===== config.mk =====
export PLATFORM = sky130hd
export DESIGN_NAME = ctes_top
export DESIGN_NICKNAME = d
export VERILOG_FILES = /design/src/verilog/ctes_pkg.sv /design/src/verilog/ctes_top.sv /design/src/verilog/ctes_edge_det.sv
export SDC_FILE = /design/constraint.sdc
export NUM_CORES = 1
export LEC_CHECK = 0
export BUFFER_PORTS_ARGS = -buffer_cell sky130_fd_sc_hd__buf_2
export CAP_MARGIN = 10
export CORE_AREA = 2 2 98 100
export DETAILED_ROUTE_END_ITERATION = 10
export DIE_AREA = 0 0 100 102
export GPL_TIMING_DRIVEN = 0
export HOLD_SLACK_MARGIN = 0.03
export MAX_ROUTING_LAYER = met4
export PLACE_DENSITY = 0.78
export SKIP_CTS_REPAIR_TIMING = 1
export SYNTH_ARGS = -nofsm -noshare
export SYNTH_HDL_FRONTEND = slang
export SYNTH_HIERARCHICAL = 1
export SYNTH_SLANG_ARGS = --single-unit
export TNS_END_PERCENT = 1

===== constraint.sdc =====
create_clock -name sys_clk_i -period 4.2 [get_ports sys_clk_i]
set_input_delay 0.42 -clock sys_clk_i [delete_from_list [all_inputs] [get_ports sys_clk_i]]
set_output_delay 0.42 -clock sys_clk_i [all_outputs]
set_load 0.02 [all_outputs]

===== src/verilog/ctes_pkg.sv =====
// Purpose: Constants for the charge-time edge-select block
// Assumes: 32-bit AXI4-Lite register access, one clock
// Notes:   Field positions follow the control register layout
package ctes_pkg;

  // ****************************************
  // Register offsets (byte addresses)
  // ****************************************
  localparam logic [7:0] CTES_CTRL_OFS  = 8'h00;
  localparam logic [7:0] CTES_STAT_OFS  = 8'h04;
  localparam logic [7:0] CTES_CLR_OFS   = 8'h08;
  localparam logic [7:0] CTES_EN_OFS    = 8'h0C;

  // ****************************************
  // Control register fields
  // ****************************************
  localparam int CTES_E1_TYPE_BIT   = 31;
  localparam int CTES_E1_POL_BIT    = 30;
  localparam int CTES_E1_SRC_HI     = 29;
  localparam int CTES_E1_SRC_LO     = 26;
  localparam int CTES_E2_FLAG_BIT   = 25;
  localparam int CTES_E1_FLAG_BIT   = 24;
  localparam int CTES_E2_SRC_HI     = 21;
  localparam int CTES_E2_SRC_LO     = 18;
  localparam int CTES_PDLY_EN_BIT   = 12;
  localparam int CTES_DISCH_BIT     = 9;
  localparam logic [31:0] CTES_CTRL_RST  = 32'h0000_0000;
  localparam logic [31:0] CTES_CTRL_MASK = 32'hFFFC_BFFF;

  // Status bits: 0 edge one, 1 edge two
  localparam int CTES_NUM_EVT = 2;

  // Source codes
  localparam logic [3:0] CTES_SRC_TIMER = 4'h0;
  localparam logic [3:0] CTES_SRC_CMP1  = 4'h1;
  localparam logic [3:0] CTES_SRC_PIN2  = 4'h2;
  localparam logic [3:0] CTES_SRC_PIN1  = 4'h3;
  localparam logic [3:0] CTES_SRC_PIN3  = 4'h4;
  localparam logic [3:0] CTES_SRC_PIN8  = 4'h9;
  localparam logic [3:0] CTES_SRC_CAP1  = 4'hA;
  localparam logic [3:0] CTES_SRC_CAP3  = 4'hC;
  localparam logic [3:0] CTES_SRC_CMPA1 = 4'hD;
  localparam logic [3:0] CTES_SRC_CMPA2 = 4'hE;
  localparam logic [3:0] CTES_SRC_RSVD  = 4'hF;

endpackage


===== src/verilog/ctes_top.sv =====
// Purpose: Charge-time unit edge-source selection with AXI4-Lite registers
// Assumes: 125 MHz sys_clk_i, asynchronous active-high reset_i
// Notes:   Edge status flags are sticky; source inputs are synchronised
`timescale 1ns/100ps
module ctes_top
  import ctes_pkg::*;
(
  // Clock and reset
  input  wire logic        sys_clk_i,
  input  wire logic        reset_i,
  // AXI4-Lite write address
  input  wire logic [7:0]  s_axi_awaddr_i,
  input  wire logic        s_axi_awvalid_i,
  output logic             s_axi_awready_o,
  // AXI4-Lite write data
  input  wire logic [31:0] s_axi_wdata_i,
  input  wire logic [3:0]  s_axi_wstrb_i,
  input  wire logic        s_axi_wvalid_i,
  output logic             s_axi_wready_o,
  // AXI4-Lite write response
  output logic [1:0]       s_axi_bresp_o,
  output logic             s_axi_bvalid_o,
  input  wire logic        s_axi_bready_i,
  // AXI4-Lite read address
  input  wire logic [7:0]  s_axi_araddr_i,
  input  wire logic        s_axi_arvalid_i,
  output logic             s_axi_arready_o,
  // AXI4-Lite read data
  output logic [31:0]      s_axi_rdata_o,
  output logic [1:0]       s_axi_rresp_o,
  output logic             s_axi_rvalid_o,
  input  wire logic        s_axi_rready_i,
  // Edge sources
  input  wire logic        timer_one_i,
  input  wire logic        compare_unit_one_i,
  input  wire logic [8:1]  ext_edge_pin_i,
  input  wire logic [3:1]  capture_unit_i,
  input  wire logic        comparator_one_output_i,
  input  wire logic        comparator_two_output_i,
  // Analog control and interrupt
  output logic             converter_cap_discharge_o,
  output logic             pulse_delay_enable_o,
  output logic             irq_o
);

  // ****************************************
  // Register state
  // ****************************************
  logic [31:0] ctrl_ff,     nxt_ctrl;
  logic [CTES_NUM_EVT-1:0] stat_ff, nxt_stat;
  logic [CTES_NUM_EVT-1:0] ien_ff,  nxt_ien;
  logic        aw_got_ff,   nxt_aw_got;
  logic        w_got_ff,    nxt_w_got;
  logic [7:0]  awaddr_ff,   nxt_awaddr;
  logic [31:0] wdata_ff,    nxt_wdata;
  logic [3:0]  wstrb_ff,    nxt_wstrb;
  logic        bvalid_ff,   nxt_bvalid;
  logic [1:0]  bresp_ff,    nxt_bresp;
  logic        rvalid_ff,   nxt_rvalid;
  logic [31:0] rdata_ff,    nxt_rdata;
  logic [1:0]  rresp_ff,    nxt_rresp;

  logic        wr_fire;
  logic        rd_fire;
  logic [31:0] wmask;
  logic [31:0] wval;
  logic [15:0] src_vec;
  logic        evt_one;
  logic        evt_two;

  // ****************************************
  // Source map by code
  // ****************************************
  // Bit index equals the source code; code F is driven low
  assign src_vec = {1'b0,
                    comparator_two_output_i,
                    comparator_one_output_i,
                    capture_unit_i[3:1],
                    ext_edge_pin_i[8:3],
                    ext_edge_pin_i[1],
                    ext_edge_pin_i[2],
                    compare_unit_one_i,
                    timer_one_i};

  // Edge one path uses the control fields
  ctes_edge_det u_edge_one (
    .sys_clk_i   (sys_clk_i),
    .reset_i     (reset_i),
    .src_sel_i   (ctrl_ff[CTES_E1_SRC_HI:CTES_E1_SRC_LO]),
    .edge_mode_i (ctrl_ff[CTES_E1_TYPE_BIT]),
    .polarity_i  (ctrl_ff[CTES_E1_POL_BIT]),
    .src_i       (src_vec),
    .event_o     (evt_one)
  );

  // Edge two path: always edge-sensitive, rising, own source field
  ctes_edge_det u_edge_two (
    .sys_clk_i   (sys_clk_i),
    .reset_i     (reset_i),
    .src_sel_i   (ctrl_ff[CTES_E2_SRC_HI:CTES_E2_SRC_LO]),
    .edge_mode_i (1'b1),
    .polarity_i  (1'b1),
    .src_i       (src_vec),
    .event_o     (evt_two)
  );

  // ****************************************
  // AXI4-Lite handshakes
  // ****************************************
  // Address and data are latched independently, in either order
  assign s_axi_awready_o = ~aw_got_ff & ~bvalid_ff;
  assign s_axi_wready_o  = ~w_got_ff  & ~bvalid_ff;
  assign s_axi_arready_o = ~rvalid_ff;
  assign wr_fire = aw_got_ff & w_got_ff & ~bvalid_ff;
  assign rd_fire = s_axi_arvalid_i & ~rvalid_ff;

  // Byte-lane mask
  always_comb begin
    wmask = {{8{wstrb_ff[3]}}, {8{wstrb_ff[2]}}, {8{wstrb_ff[1]}}, {8{wstrb_ff[0]}}};
    wval  = (ctrl_ff & ~wmask) | (wdata_ff & wmask);
  end

  // Next-state for bus and registers
  always_comb begin
    nxt_aw_got = aw_got_ff;
    nxt_w_got  = w_got_ff;
    nxt_awaddr = awaddr_ff;
    nxt_wdata  = wdata_ff;
    nxt_wstrb  = wstrb_ff;
    nxt_bvalid = bvalid_ff;
    nxt_bresp  = bresp_ff;
    nxt_rvalid = rvalid_ff;
    nxt_rdata  = rdata_ff;
    nxt_rresp  = rresp_ff;
    nxt_ctrl   = ctrl_ff;
    nxt_stat   = stat_ff;
    nxt_ien    = ien_ff;
    if (s_axi_awvalid_i && s_axi_awready_o) begin
      nxt_aw_got = 1'b1;
      nxt_awaddr = s_axi_awaddr_i;
    end
    if (s_axi_wvalid_i && s_axi_wready_o) begin
      nxt_w_got = 1'b1;
      nxt_wdata = s_axi_wdata_i;
      nxt_wstrb = s_axi_wstrb_i;
    end
    // Software writes first, hardware events override below
    if (wr_fire) begin
      nxt_aw_got = 1'b0;
      nxt_w_got  = 1'b0;
      nxt_bvalid = 1'b1;
      nxt_bresp  = 2'b00;
      unique case ({awaddr_ff[7:2], 2'b00})
        CTES_CTRL_OFS: nxt_ctrl = wval & CTES_CTRL_MASK;
        CTES_STAT_OFS: ;
        CTES_CLR_OFS:  nxt_stat = stat_ff & ~wdata_ff[CTES_NUM_EVT-1:0];
        CTES_EN_OFS:   nxt_ien  = wdata_ff[CTES_NUM_EVT-1:0];
        default:       nxt_bresp = 2'b10;
      endcase
    end
    if (bvalid_ff && s_axi_bready_i) begin
      nxt_bvalid = 1'b0;
    end
    // Hardware sets win over a same-cycle clear
    if (evt_one) begin
      nxt_ctrl[CTES_E1_FLAG_BIT] = 1'b1;
      nxt_stat[0] = 1'b1;
    end
    if (evt_two) begin
      nxt_ctrl[CTES_E2_FLAG_BIT] = 1'b1;
      nxt_stat[1] = 1'b1;
    end
    if (rd_fire) begin
      nxt_rvalid = 1'b1;
      nxt_rresp  = 2'b00;
      unique case ({s_axi_araddr_i[7:2], 2'b00})
        CTES_CTRL_OFS: nxt_rdata = ctrl_ff;
        CTES_STAT_OFS: nxt_rdata = {30'h0, stat_ff};
        CTES_CLR_OFS:  nxt_rdata = 32'h0;
        CTES_EN_OFS:   nxt_rdata = {30'h0, ien_ff};
        default: begin
          nxt_rdata = 32'h0;
          nxt_rresp = 2'b10;
        end
      endcase
    end else if (rvalid_ff && s_axi_rready_i) begin
      nxt_rvalid = 1'b0;
    end
  end

  always_ff @(posedge sys_clk_i or posedge reset_i) begin
    if (reset_i) begin
      aw_got_ff <= 1'b0;
      w_got_ff  <= 1'b0;
      awaddr_ff <= 8'h00;
      wdata_ff  <= 32'h0;
      wstrb_ff  <= 4'h0;
      bvalid_ff <= 1'b0;
      bresp_ff  <= 2'b00;
      rvalid_ff <= 1'b0;
      rdata_ff  <= 32'h0;
      rresp_ff  <= 2'b00;
      ctrl_ff   <= CTES_CTRL_RST;
      stat_ff   <= 2'b00;
      ien_ff    <= 2'b00;
    end else begin
      aw_got_ff <= nxt_aw_got;
      w_got_ff  <= nxt_w_got;
      awaddr_ff <= nxt_awaddr;
      wdata_ff  <= nxt_wdata;
      wstrb_ff  <= nxt_wstrb;
      bvalid_ff <= nxt_bvalid;
      bresp_ff  <= nxt_bresp;
      rvalid_ff <= nxt_rvalid;
      rdata_ff  <= nxt_rdata;
      rresp_ff  <= nxt_rresp;
      ctrl_ff   <= nxt_ctrl;
      stat_ff   <= nxt_stat;
      ien_ff    <= nxt_ien;
    end
  end

  // ****************************************
  // Outputs
  // ****************************************
  // Sink enable straight from the register; sampling phase is software's job
  assign converter_cap_discharge_o = ctrl_ff[CTES_DISCH_BIT];
  assign pulse_delay_enable_o      = ctrl_ff[CTES_PDLY_EN_BIT];
  assign irq_o          = |(stat_ff & ien_ff);
  assign s_axi_bvalid_o = bvalid_ff;
  assign s_axi_bresp_o  = bresp_ff;
  assign s_axi_rvalid_o = rvalid_ff;
  assign s_axi_rdata_o  = rdata_ff;
  assign s_axi_rresp_o  = rresp_ff;

  // ****************************************
  // Checks
  // ****************************************
  a_flag_two_set: assert property (@(posedge sys_clk_i) disable iff (reset_i)
    evt_two |=> ctrl_ff[CTES_E2_FLAG_BIT])
    else $error("edge two flag not set");

  a_flag_wins: assert property (@(posedge sys_clk_i) disable iff (reset_i)
    (evt_two && wr_fire) |=> stat_ff[1])
    else $error("edge two event lost on clear");

  a_disch_follow: assert property (@(posedge sys_clk_i) disable iff (reset_i)
    (wr_fire && awaddr_ff == CTES_CTRL_OFS && wstrb_ff[1])
      |=> converter_cap_discharge_o == $past(wdata_ff[CTES_DISCH_BIT]))
    else $error("discharge output does not follow write");

  a_src_timer: assert property (@(posedge sys_clk_i) disable iff (reset_i)
    (ctrl_ff[CTES_E1_SRC_HI:CTES_E1_SRC_LO] == CTES_SRC_TIMER)
      |-> src_vec[CTES_SRC_TIMER] == timer_one_i)
    else $error("timer source map wrong");

  a_src_cmp_two: assert property (@(posedge sys_clk_i) disable iff (reset_i)
    src_vec[CTES_SRC_CMPA2] == comparator_two_output_i && !src_vec[CTES_SRC_RSVD])
    else $error("comparator two map wrong");

  a_irq_level: assert property (@(posedge sys_clk_i) disable iff (reset_i)
    (stat_ff[0] && ien_ff[0]) |-> irq_o)
    else $error("interrupt not raised");

  // Edge one event lands in both copies of its flag
  a_flag_one_set: assert property (@(posedge sys_clk_i) disable iff (reset_i)
    evt_one |=> (ctrl_ff[CTES_E1_FLAG_BIT] && stat_ff[0]))
    else $error("edge one flag not set");

  // Interrupt stays low without an enabled pending bit
  a_irq_quiet: assert property (@(posedge sys_clk_i) disable iff (reset_i)
    !(|(stat_ff & ien_ff)) |-> !irq_o)
    else $error("interrupt raised with nothing pending");

  // Unimplemented control bits never hold a one, even after event sets
  a_ctrl_rsvd: assert property (@(posedge sys_clk_i) disable iff (reset_i)
    (ctrl_ff & ~CTES_CTRL_MASK) == 32'h0000_0000)
    else $error("unimplemented control bit set");

  // Accepted read address gets its answer on the next cycle
  a_rd_answer: assert property (@(posedge sys_clk_i) disable iff (reset_i)
    (s_axi_arvalid_i && s_axi_arready_o) |=> s_axi_rvalid_o)
    else $error("read answer late");

  // Reads outside the map return an error and zero data
  a_rd_slverr: assert property (@(posedge sys_clk_i) disable iff (reset_i)
    (s_axi_arvalid_i && s_axi_arready_o && s_axi_araddr_i[7:4] != 4'h0)
      |=> (rresp_ff == 2'b10 && rdata_ff == 32'h0000_0000))
    else $error("unmapped read not refused");

  // Writes outside the map are answered with an error
  a_wr_slverr: assert property (@(posedge sys_clk_i) disable iff (reset_i)
    (wr_fire && awaddr_ff[7:4] != 4'h0) |=> (bvalid_ff && bresp_ff == 2'b10))
    else $error("unmapped write not refused");

endmodule


===== src/verilog/ctes_edge_det.sv =====
// Purpose: Source select, synchroniser and edge qualifier for one edge input
// Assumes: Sources are asynchronous to sys_clk_i
// Notes:   Event pulse is one cycle after the qualified sample
`timescale 1ns/100ps
module ctes_edge_det
  import ctes_pkg::*;
(
  // Clock and reset
  input  wire logic        sys_clk_i,
  input  wire logic        reset_i,
  // Configuration
  input  wire logic [3:0]  src_sel_i,
  input  wire logic        edge_mode_i,
  input  wire logic        polarity_i,
  // Raw sources
  input  wire logic [15:0] src_i,
  // Qualified event
  output logic             event_o
);

  logic       raw_sel;
  logic [2:0] sync_ff;
  logic [2:0] nxt_sync;
  logic       event_ff;
  logic       nxt_event;
  logic       active;
  logic       prev_active;

  // Reserved code selects a constant low input
  always_comb begin
    raw_sel = (src_sel_i == CTES_SRC_RSVD) ? 1'b0 : src_i[src_sel_i];
  end

  // Two-stage synchroniser plus a history stage for edge detection
  always_comb begin
    nxt_sync = {sync_ff[1:0], raw_sel};
    active      = polarity_i ? sync_ff[1] : ~sync_ff[1];
    prev_active = polarity_i ? sync_ff[2] : ~sync_ff[2];
    // Edge mode fires on entry into the active level only
    nxt_event = edge_mode_i ? (active & ~prev_active) : active;
  end

  always_ff @(posedge sys_clk_i or posedge reset_i) begin
    if (reset_i) begin
      sync_ff  <= 3'h0;
      event_ff <= 1'b0;
    end else begin
      sync_ff  <= nxt_sync;
      event_ff <= nxt_event;
    end
  end

  assign event_o = event_ff;

  // Edge mode: a pulse needs an inactive-to-active transition before it
  a_edge_qualify: assert property (@(posedge sys_clk_i) disable iff (reset_i)
    (edge_mode_i && $stable(edge_mode_i) && $stable(polarity_i) && event_ff)
      |-> ($past(sync_ff[1]) == polarity_i && $past(sync_ff[2]) != polarity_i))
    else $error("edge event without qualifying transition");

  // Level mode with falling polarity follows the inverted sample
  // Skip the first edge after release: event_ff still holds its reset value there
  a_level_follow: assert property (@(posedge sys_clk_i) disable iff (reset_i)
    (!$past(reset_i) && $past(!edge_mode_i) && $past(!polarity_i))
      |-> (event_ff == !$past(sync_ff[1])))
    else $error("level event does not follow input");

endmodule


# After elaboration in Yosys (flattened, before gate mapping)
# Index checks and enable logic that the tools add are counted.
# word_totals
regBits	125
ramBits	0
out_inout_bits	44
elab_cells	105
mem_bits_ro	0
mem_count	0
latchBits	0
in_bits	74
# classes
muxes	28
n_mul	0
order_cmp	2
bitwise_logic	22
n_div	0
n_reduce_logical	25
shift	0
add_sub_neg	0
n_eq_ne	8
# op_table
op	n
$pmux 32 s3	1
$and 32x32->32	2
$mux 26	2
$not 32->32	1
$or 32x32->32	1
$eq 6x2->1 const B	4
$reduce_bool 2->1	10
$mux 1	19
$eq 6x1->1 const B	2
$logic_not 6->1	2
$reduce_and 2->1	6
$lt 4x5->1 const B	2
$bmux 1 s4	2
$eq 4x4->1 const B	2
$mux 2	4
$not 1->1	8
$reduce_or 4->1	2
$and 1x1->1	7
$and 2x2->2	2
$logic_and 1x1->1	4
$not 2->2	1
$reduce_or 2->1	1

# Depth between registers and ports, before layout
# Gate-level depths: netlist (run 1).
# depth
word_depth	6
ltp_mapped	5
ltp_nobuf	3

# Modules after synthesis
# Netlist (run 1), hierarchy kept.
# modules_own_cells
mod	area_each_um2	instances	seq_area_each_um2	cells_each
ctes_top	4222.8	1	2677.6	277
ctes_edge_det	270.3	2	100.1	23

# Worst setup path after synthesis (run 1)
# Ideal clock, no wire load.
# synth_path
kind	register -> register
from	register bvalid_ff, in the netlist s_axi_bvalid_o
to	register wdata_ff[10]
slack_ns	2.132
stages_incl_launch_ff	6
path_buffers	2
synth_period_minus_slack_ns	2.068
arrival_time_ns	1.943
path_cell_list	dfrtp_1 -> nor2_1 -> and2_1 -> clkbuf_1 -> buf_1 -> mux2_2
# synth_via
elab_chain_len	3
# synth_rtl
item	line_no	rtl
start, declared	ctes_top.sv:57	logic bvalid_ff, nxt_bvalid;
start signal, assigned	ctes_top.sv:212	bvalid_ff <= nxt_bvalid;
$not 1->1	ctes_top.sv:112	assign s_axi_wready_o = ~w_got_ff & ~bvalid_ff;
$and 1x1->1	ctes_top.sv:112	
via s_axi_wready_o	ctes_top.sv:19	output logic s_axi_wready_o,
$logic_and 1x1->1	ctes_top.sv:142	if (s_axi_wvalid_i && s_axi_wready_o) begin
end signal, assigned	ctes_top.sv:210	wdata_ff <= nxt_wdata;
end, declared	ctes_top.sv:55	logic [31:0] wdata_ff, nxt_wdata;
# The timed path passes the listed nets, and every way through them passes these cells.
# A chain may end at the register's enable or synchronous reset.

# Worst setup path in the final report (run 1)
# layout_path
from	register bvalid_ff, in the netlist s_axi_bvalid_o
to	register wdata_ff[0]
# layout_via
elab_chain_len	3
# layout_rtl
item	line_no
$not 1->1	ctes_top.sv:112
$and 1x1->1	ctes_top.sv:112
$logic_and 1x1->1	ctes_top.sv:142
# No other way between the ends.

==> results of run 1 <==
[final cells by class]
class,instances,area (sq um)
timing repair buffer,106,558
fill,676,3050
sequential,115,2880
clock inverter,13,126
tap,111,139
inverter,7,28.8
buffer,23,129
multi-input combinational,185,1760
antenna,1,2.50
clock buffer,19,442
[layer usage]
layer / up-vias / GRT usage, % / wire [microns]
met5: - / - / 0
met4: 0 / 10.0 / 214
met3: 18 / 4.10 / 398
met2: 83 / 33.2 / 4960
met1: 1619 / 27.6 / 4420
li1: 1427 / - / -
[power by group]
group	total [mW]	switching (mW)	internal [mW]
Sequential	1.72	0.249	1.48
Combinational	0.901	0.405	0.497
Clock	1.34	0.523	0.821
[how the worst min path moves through the flow]
| stage | endpoint | slack (ns) | cells past startpoint | start |
|---|---|---|---|---|
| 3_5_place_dp | u_edge_one/sync_ff[1] | 0.34 | 0 | u_edge_one/sync_ff[0] |
| 6_report | s_axi_rvalid_o | 0.09 | 2 | s_axi_rready_i |
| 4_1_cts | u_edge_one/event_o | -0.18 | 2 | reset_i |
| 5_1_grt | s_axi_rvalid_o | 0.08 | 2 | s_axi_rready_i |
| 3_3_place_gp | u_edge_one/event_o | 0.33 | 2 | reset_i |
| 2_1_floorplan | u_edge_one/event_o | 0.19 | 1 | reset_i |
[synth_stat cells, types with 3 or more instances]
cell,count
a22o_1,30
buf_2,4
buf_4,6
clkbuf_1,9
dfrtp_1,115
inv_1,7
mux2_2,64
mux2_4,6
mux2i_1,12
mux4_1,4
nand2_1,3
nand2b_1,7
nand3_1,4
nand3b_1,5
nor2_1,8
nor2b_1,7
nor4_4,3
o21ai_0,4
o31ai_1,4
[worst reg2reg max path, stage by stage, from the launching register on]
cell and delay [ns]:
dfrtp_1 0.44, nor2_1 0.18, and2_1 0.14, clkbuf_1 0.36, buf_1 0.59, mux2_2 0.41
[cell families after synthesis]
| logic type | synth area share (%) |
|---|---|
| compound gates | 7.93 |
| buf+inv | 3.26 |
| flops | 60.4 |
| mux | 21.7 |
| other cells | 0.158 |
| simple gates | 6.49 |
[through the flow]
step	instances	hold slack (ns)	worst slack [ns]	cell area (sq um)	TNS, ns
after CTS	578	-0.178	1.97	6050	0
after floorplan	330	0.186	0.963	4790	0
after global routing	580	0.0821	1.80	6060	0
after global placement	545	0.334	-0.245	5450	-25.71
final	580	0.0907	1.96	6060	0
after detailed placement	546	0.338	1.71	5480	0
==> flow_summary.json, run 1 <==
{
  "drt_drc_violations_left": 0,
  "globalRouteOverflowTotal": 0,
  "grt_util_all_layers_pct": 21.4,
  "finalCritPeriodShare_pct": 53.2,
  "rsz_0062_raised_after_global_routing": "false",
  "floorplan.rows": 35,
  "clock_sink_count": 115,
  "worstSetupStartpoint": "s_axi_bvalid_o",
  "power.density_nw_per_um2": 655,
  "syn_avg_cell_area_sq_um": 14.7,
  "synth_top_cells_by_area": "dfrtp_1 (60%), mux2_2 (15%), a22o_1 (5.5%)",
  "first_iter_violations": 139,
  "arrival_time_worst_endpoint_ns": 2.62,
  "routed_via_density": 5.43,
  "drv.max_cap_violation_count": 0,
  "grt_start_max_net_pins": 56,
  "run_status": "completed",
  "fp.dieArea_sq_um": 10200,
  "skew_ns": 0.00850,
  "async_reset_ff_share_pct": 100,
  "nNetsFinal": 529,
  "postSynthRegisterBits": 115,
  "grt_pass1_vias": 3237,
  "gp_routability_congestion": 0.859,
  "postRouteAntennaNets": 0,
  "ir_worst_vdd_v": 0.000491,
  "r2r-start": "s_axi_bvalid_o",
  "yosysTopAreaCellShare_pct": 60.4,
  "antenna_found_initial": 1,
  "cts_max_level": 4,
  "area_growth_syn_to_layout_pct": 27.2,
  "crit_buf_inv": 2,
  "vias_post_dr": 3147,
  "share_of_layout_cells_above_drive_strength_1_pct": 48.3,
  "worstPathRequired_ns": 4.58,
  "yosysWarnings": 6,
  "timing.critical_path.fanout_max": 10,
  "cts_root_buffer": "clkbuf_8",
  "placeableCoreArea_sq_um": 9110,
  "synth_edf_count": 0,
  "netlist_instances": 323,
  "crit_path_start_kind": "register",
  "clock_insertion_delay_worst_skew_ns": 0.51,
  "crit_slowest_cell": "buf_1",
  "total_power_mw": 3.97,
  "detailed_place_hpwl_microns": 6970,
  "hold_violations": 0,
  "chipWidth_microns": 100,
  "wirelength_microns": 10000,
  "design.portCount": 118,
  "tritoncts": "built",
  "post-route-util_pct": 66.5,
  "avgRoutedWirePerCell_microns": 17.2,
  "syn-cell-area_sq_um": 4760,
  "io_buffer_count": 104,
  "dominantRegCellSynth": "dfrtp_1",
  "synthDistinctLibCells": 32,
  "grt_pass1_wl_microns": 16000,
  "setup.worst_path.end_class": "register",
  "min_period_ns": 2.24,
  "tritoncts_buffers": 17,
  "most-common-layout-cells": "dfrtp_1 (115), buf_2 (108), mux2_2 (64)",
  "timing.critical_path.to": "wdata_ff[0]",
  "clock.fmax_ghz": 0.447,
  "path_class": "register to register",
  "setup.reg_to_reg.worst_slack_ns": 1.96,
  "cp_slowest_stage_delay_ns": 0.58,
  "timing.reg2reg.worst_path_depth": 5,
  "die_height_microns": 102,
  "synth_top_area_cell": "dfrtp_1",
  "setup-violations-final": 0,
  "hold_class": "input pin to register",
  "worstPathCellList": "nor2_1 > and2_1 > clkbuf_1 > buf_1 > mux2_2",
  "slew_headroom_pct": 36.6,
  "worst_slew_pin_slew_ns": 0.943,
  "timing.rr.end": "wdata_ff[0]",
  "leakage_nw": 2.94,
  "timing_max_transition_violations_final": 0,
  "synth_seq_area_share_pct": 60.4,
  "path_depth": 5,
  "floorplan.initialDensity_pct": 52.3,
  "clockBufferDepth": 2,
  "detailedRoute.firstPassIterationCount": 7,
  "path_clk_slew_ns": 0.06,
  "final_common_cell": "dfrtp_1",
  "timing.critical_path.max_delay_family": "buffers and inverters"
}
Power figures use the tool's default switching activity.
==> inputs of run 2 (changes only) <==
Settings changed: CORE_AREA 2 2 98 100 to 2 2 103 105, DIE_AREA 0 0 100 102 to 0 0 105 107, PLACE_DENSITY 0.78 to 0.75.
Clock period 4.2 ns to 1.92 ns, I/O delays scaled along.
==> flow_summary.json, run 2 (synthesis gave the netlist of run 1 again) <==
{
  "design.portCount": 118,
  "fp.dieArea_sq_um": 11200,
  "first_iter_violations": 139,
  "crit_path_start_kind": "register",
  "worst_slew_pin_slew_ns": 0.672,
  "worstPathCellList": "or4_4 > buf_8 > or4_4 > buf_12 > mux2_4",
  "grt_start_max_net_pins": 42,
  "timing.critical_path.fanout_max": 8,
  "floorplan.initialDensity_pct": 47.2,
  "setup-violations-final": 30,
  "drv.max_cap_violation_count": 0,
  "floorplan.rows": 37,
  "rsz_0062_raised_after_global_routing": "true",
  "crit_top_cell": "or4_4",
  "routed_via_density": 5.06,
  "cp_slowest_stage_delay_ns": 0.54,
  "die_height_microns": 107,
  "grt_pass1_vias": 3315,
  "wirelength_microns": 10400,
  "gp_routability_congestion": 0.817,
  "grt_util_all_layers_pct": 19.3,
  "worstPathRequired_ns": 2.30,
  "chipWidth_microns": 105,
  "avgRoutedWirePerCell_microns": 16.0,
  "path_class": "register to register",
  "cts_max_level": 4,
  "clock_insertion_delay_worst_skew_ns": 0.51,
  "timing.hold.worst_endpoint": "u_edge_one/sync_ff[0]",
  "clock.fmax_ghz": 0.484,
  "drt_drc_violations_left": 0,
  "globalRouteOverflowTotal": 0,
  "power.density_nw_per_um2": 1320,
  "share_of_layout_cells_above_drive_strength_1_pct": 45.0,
  "clockBufferDepth": 2,
  "hold_class": "input pin to register",
  "hold_ws_ns": 0.0817,
  "crit_slowest_cell": "or4_4",
  "io_buffer_count": 104,
  "tritoncts_buffers": 17,
  "hold_depth": 4,
  "layout.filler_cells": 777,
  "failed_checks": "negative setup slack",
  "r2r-start": "awaddr_ff[4]",
  "hold_violations": 0,
  "cts_root_buffer": "clkbuf_8",
  "most-common-layout-cells": "dfrtp_1 (115), buf_2 (107), mux2_2 (47)",
  "finalCritPeriodShare_pct": 108,
  "area_growth_syn_to_layout_pct": 39.7,
  "slew_headroom_pct": 55.2,
  "setup_ws_ns": -0.144,
  "setup.worst_path.end_class": "register",
  "final_common_cell": "dfrtp_1",
  "ir_worst_vdd_v": 0.000709,
  "timing_max_transition_violations_final": 0,
  "setup.reg_to_reg.worst_slack_ns": -0.14,
  "run_status": "finished, violations left",
  "timing.critical_path.max_delay_family": "simple AND/OR/NAND/NOR gates",
  "min_period_ns": 2.06,
  "grt_pass1_wl_microns": 16000,
  "fin_setup_tns_ns": -2.58,
  "placeableCoreArea_sq_um": 10100,
  "antenna_found_initial": 0,
  "tritoncts": "built",
  "detailedRoute.firstPassIterationCount": 6,
  "detailed_place_hpwl_microns": 6960,
  "timing.reg2reg.worst_path_depth": 5,
  "crit_buf_inv": 2,
  "leakage_nw": 3.22,
  "min-delay-start": "comparator_one_output_i",
  "vias_post_dr": 3310,
  "arrival_time_worst_endpoint_ns": 2.45,
  "num_antenna_cells": 0,
  "path_clk_slew_ns": 0.05,
  "nNetsFinal": 580,
  "worstSetupStartpoint": "awaddr_ff[4]",
  "postRouteAntennaNets": 0,
  "clock_sink_count": 115,
  "skew_ns": 0.00862
}
==> run 2: where the power goes <==
| part | total (mW) | switching [mW] | internal (mW) |
|---|---|---|---|
| Clock | 2.82 | 0.989 | 1.83 |
| Sequential | 3.79 | 0.557 | 3.23 |
| Combinational | 2.17 | 0.903 | 1.26 |
| Total | 8.78 | 2.45 | 6.33 |
==> run 2: final cells by class <==
type | count | area [sq um] | area share [%]
Inverter | 7 | 30.0 | 0.451
Buffer | 23 | 150 | 2.26
Clock buffer | 26 | 488 | 7.33
Tap cell | 136 | 170 | 2.56
Clock inverter | 5 | 50.0 | 0.752
Multi-Input combinational cell | 185 | 1830 | 27.5
Sequential cell | 115 | 2880 | 43.2
Timing Repair Buffer | 157 | 1060 | 15.9
==> run 2: per-stage QoR <==
step	instances	utilization, %	area [sq um]	setup slack (ns)	total power, mW
finish	654	65.9	6660	-0.144	8.78
global route	654	65.9	6660	-0.197	9.27
CTS	603	60.1	6060	-0.357	8.62
detailed placement	572	54.7	5520	-0.407	5.77
global placement	570	54.3	5480	-0.367	5.65
floorplan	330	-	4790	-0.148	5.20
==> run 2: how the worst max path moves through the flow <==
stage | end | cells after the start
after floorplan | wdata_ff[10] | 5
after global placement | s_axi_rdata_o[11] | 5
after detailed placement | s_axi_rdata_o[4] | 5
after CTS | s_axi_rdata_o[6] | 5
after global routing | register | 6
final | register | 5
==> run 2: layer usage <==
| layer | vias up | GRT usage, % | part of all wire (%) |
|---|---|---|---|
| li1 | 1534 | - | - |
| met1 | 1674 | 24.1 | 44 |
| met2 | 86 | 29.6 | 50 |
| met3 | 16 | 4.19 | 3.8 |
| met4 | 0 | 10.4 | 1.7 |
| met5 | - | - | 0 |
==> run 2: worst min-delay path, cell delays in order <==
cell and delay, ns:
buf_2 0.09, nand3b_1 0.07, o211ai_1 0.09, o2bb2ai_1 0.11
==> inputs of run 3 (changes only) <==
Settings changed: MAX_ROUTING_LAYER met4 to not set, TNS_END_PERCENT 1 to 20.
==> flow_summary.json, run 3 (synthesis gave the netlist of run 1 again) <==
{
  "floorplan.initialDensity_pct": 47.2,
  "clock.fmax_ghz": 0.483,
  "design.portCount": 118,
  "area_growth_syn_to_layout_pct": 40.5,
  "run_status": "finished, violations left",
  "post_layout_nonfiller_instances": 656,
  "crit_slowest_cell": "or4_4",
  "chipWidth_microns": 105,
  "slew_headroom_pct": 48.0,
  "tritoncts": "built",
  "crit_buf_inv": 2,
  "power.share.combinational_pct": 25.0,
  "clockBufferDepth": 2,
  "die_height_microns": 107,
  "p_sw_share_pct": 28.1,
  "detailed_place_hpwl_microns": 6960,
  "worstPathRequired_ns": 2.30,
  "cts_root_buffer": "clkbuf_8",
  "grt_util_all_layers_pct": 18.7,
  "vias_post_dr": 3296,
  "avgRoutedWirePerCell_microns": 16.0,
  "setup_ws_ns": -0.150,
  "worst_slew_pin_slew_ns": 0.779,
  "failed_checks": "negative setup slack",
  "nNetsFinal": 582,
  "clock_power_share_pct": 32.0,
  "path_clk_slew_ns": 0.05,
  "fin_setup_tns_ns": -2.60,
  "io_buffer_count": 104,
  "leakage_nw": 3.24,
  "pwr-share-seq_pct": 43.0,
  "globalRouteOverflowTotal": 0,
  "path_class": "register to register",
  "multiInputGateArea_sq_um": 1860,
  "grt_pass1_vias": 3306,
  "most-common-layout-cells": "dfrtp_1 (115), buf_2 (109), mux2_2 (43)",
  "hold_class": "input pin to register",
  "arrival_time_worst_endpoint_ns": 2.45,
  "fp.dieArea_sq_um": 11200,
  "power.density_nw_per_um2": 1320,
  "drv.max_cap_violation_count": 0,
  "detailedRoute.firstPassIterationCount": 4,
  "layout.filler_cells": 771,
  "postRouteAntennaNets": 0,
  "crit_path_start_kind": "register",
  "antenna_found_initial": 0,
  "ir_worst_vdd_v": 0.000692,
  "timing_max_transition_violations_final": 0,
  "register_area_sq_um": 2880,
  "place_inst": 572,
  "num_antenna_cells": 0,
  "clock_insertion_delay_worst_skew_ns": 0.51,
  "cts_max_level": 4,
  "gp_routability_congestion": 0.805,
  "floorplan.rows": 37,
  "setup.worst_path.end_class": "register",
  "tritoncts_buffers": 17,
  "grt_pass1_wl_microns": 16000,
  "routed_via_density": 5.02,
  "clock_sink_count": 115,
  "worstPathCellList": "or4_4 > buf_8 > or4_4 > buf_12 > mux2_4",
  "crit_top_cell": "or4_4",
  "hold_violations": 0,
  "final_common_cell": "dfrtp_1",
  "drt_drc_violations_left": 0,
  "first_iter_violations": 117,
  "finalCritPeriodShare_pct": 108,
  "skew_ns": 0.00800,
  "p_int_mw": 6.35,
  "timing.critical_path.fanout_max": 8,
  "min_period_ns": 2.07,
  "setup-violations-final": 29,
  "placeableCoreArea_sq_um": 10100,
  "cp_slowest_stage_delay_ns": 0.54,
  "share_of_layout_cells_above_drive_strength_1_pct": 45.4,
  "rsz_0062_raised_after_global_routing": "true",
  "timing.critical_path.max_delay_family": "simple AND/OR/NAND/NOR gates",
  "total_switching_power_mw": 2.48,
  "grt_start_max_net_pins": 42,
  "wirelength_microns": 10500
}
run 3: cell types whose count changed in the layout (fill, tap and decap cells not counted):
cell	delta
mux2_4	+4
mux2_2	-4
nor3_4	+1
nor3_1	-1
buf_2	+2
run 3: power groups by stage:
stage | clock [mW] | sequential, mW | combinational (mW)
after floorplan | 0 | 3.69 | 1.51
after global placement | 0 | 3.74 | 1.90
after detailed placement | 0 | 3.80 | 1.97
after CTS | 2.88 | 3.76 | 1.98
after global routing | 3.02 | 3.90 | 2.40
final | 2.83 | 3.80 | 2.21
run 3: through the flow:
| step | utilization (%) | power [mW] | area (sq um) | setup slack (ns) | hold WS [ns] |
|---|---|---|---|---|---|
| floorplan | - | 5.20 | 4790 | -0.148 | -0.0419 |
| global placement | 54.3 | 5.65 | 5480 | -0.367 | 0.125 |
| detailed placement | 54.7 | 5.77 | 5520 | -0.407 | 0.132 |
| CTS | 60.1 | 8.62 | 6060 | -0.357 | -0.412 |
| global route | 66.3 | 9.31 | 6690 | -0.183 | 0.0786 |
| finish | 66.3 | 8.83 | 6690 | -0.150 | 0.0865 |
run 3: final cells by class:
cell class | count | share of cell area (%)
Buffer | 23 | 2.17
Clock buffer | 26 | 7.29
Clock inverter | 5 | 0.748
Inverter | 7 | 0.449
Multi-Input combinational cell | 185 | 27.7
Sequential cell | 115 | 43.0
Tap cell | 136 | 2.54
Timing Repair Buffer | 159 | 16.1
run 3: metal layers:
| layer | part of all wire, % | global-route usage, % | wire, microns |
|---|---|---|---|
| met2 | 50 | 29.6 | 5270 |
| met3 | 3.6 | 4.62 | 380 |
| met4 | 1.7 | 10.7 | 182 |
| met1 | 45 | 23.7 | 4680 |
| met5 | 0 | 0 | 0 |
run 3: worst paths after layout:
kind	start	end	slack, ns	cells after the start
hold / removal	comparator_one_output_i	u_edge_one/sync_ff[0]	0.09	4
max in group asynchronous	reset_i	s_axi_rdata_o[10]	0.97	4
hold reg to reg	u_edge_two/sync_ff[0]	u_edge_two/sync_ff[1]	0.36	0
setup reg to reg	awaddr_ff[4]	register	-0.15	5
setup / recovery	awaddr_ff[4]	register	-0.15	5
min in group asynchronous	reset_i	u_edge_one/sync_ff[0]	0.16	3
run 3: worst reg2reg max path, delay by kind of cell (launching register included):
family	cells	cell delay, ns
buffers and inverters	2	0.31
flip-flops	1	0.38
AND/OR/NAND/NOR	2	0.97
multiplexers	1	0.29
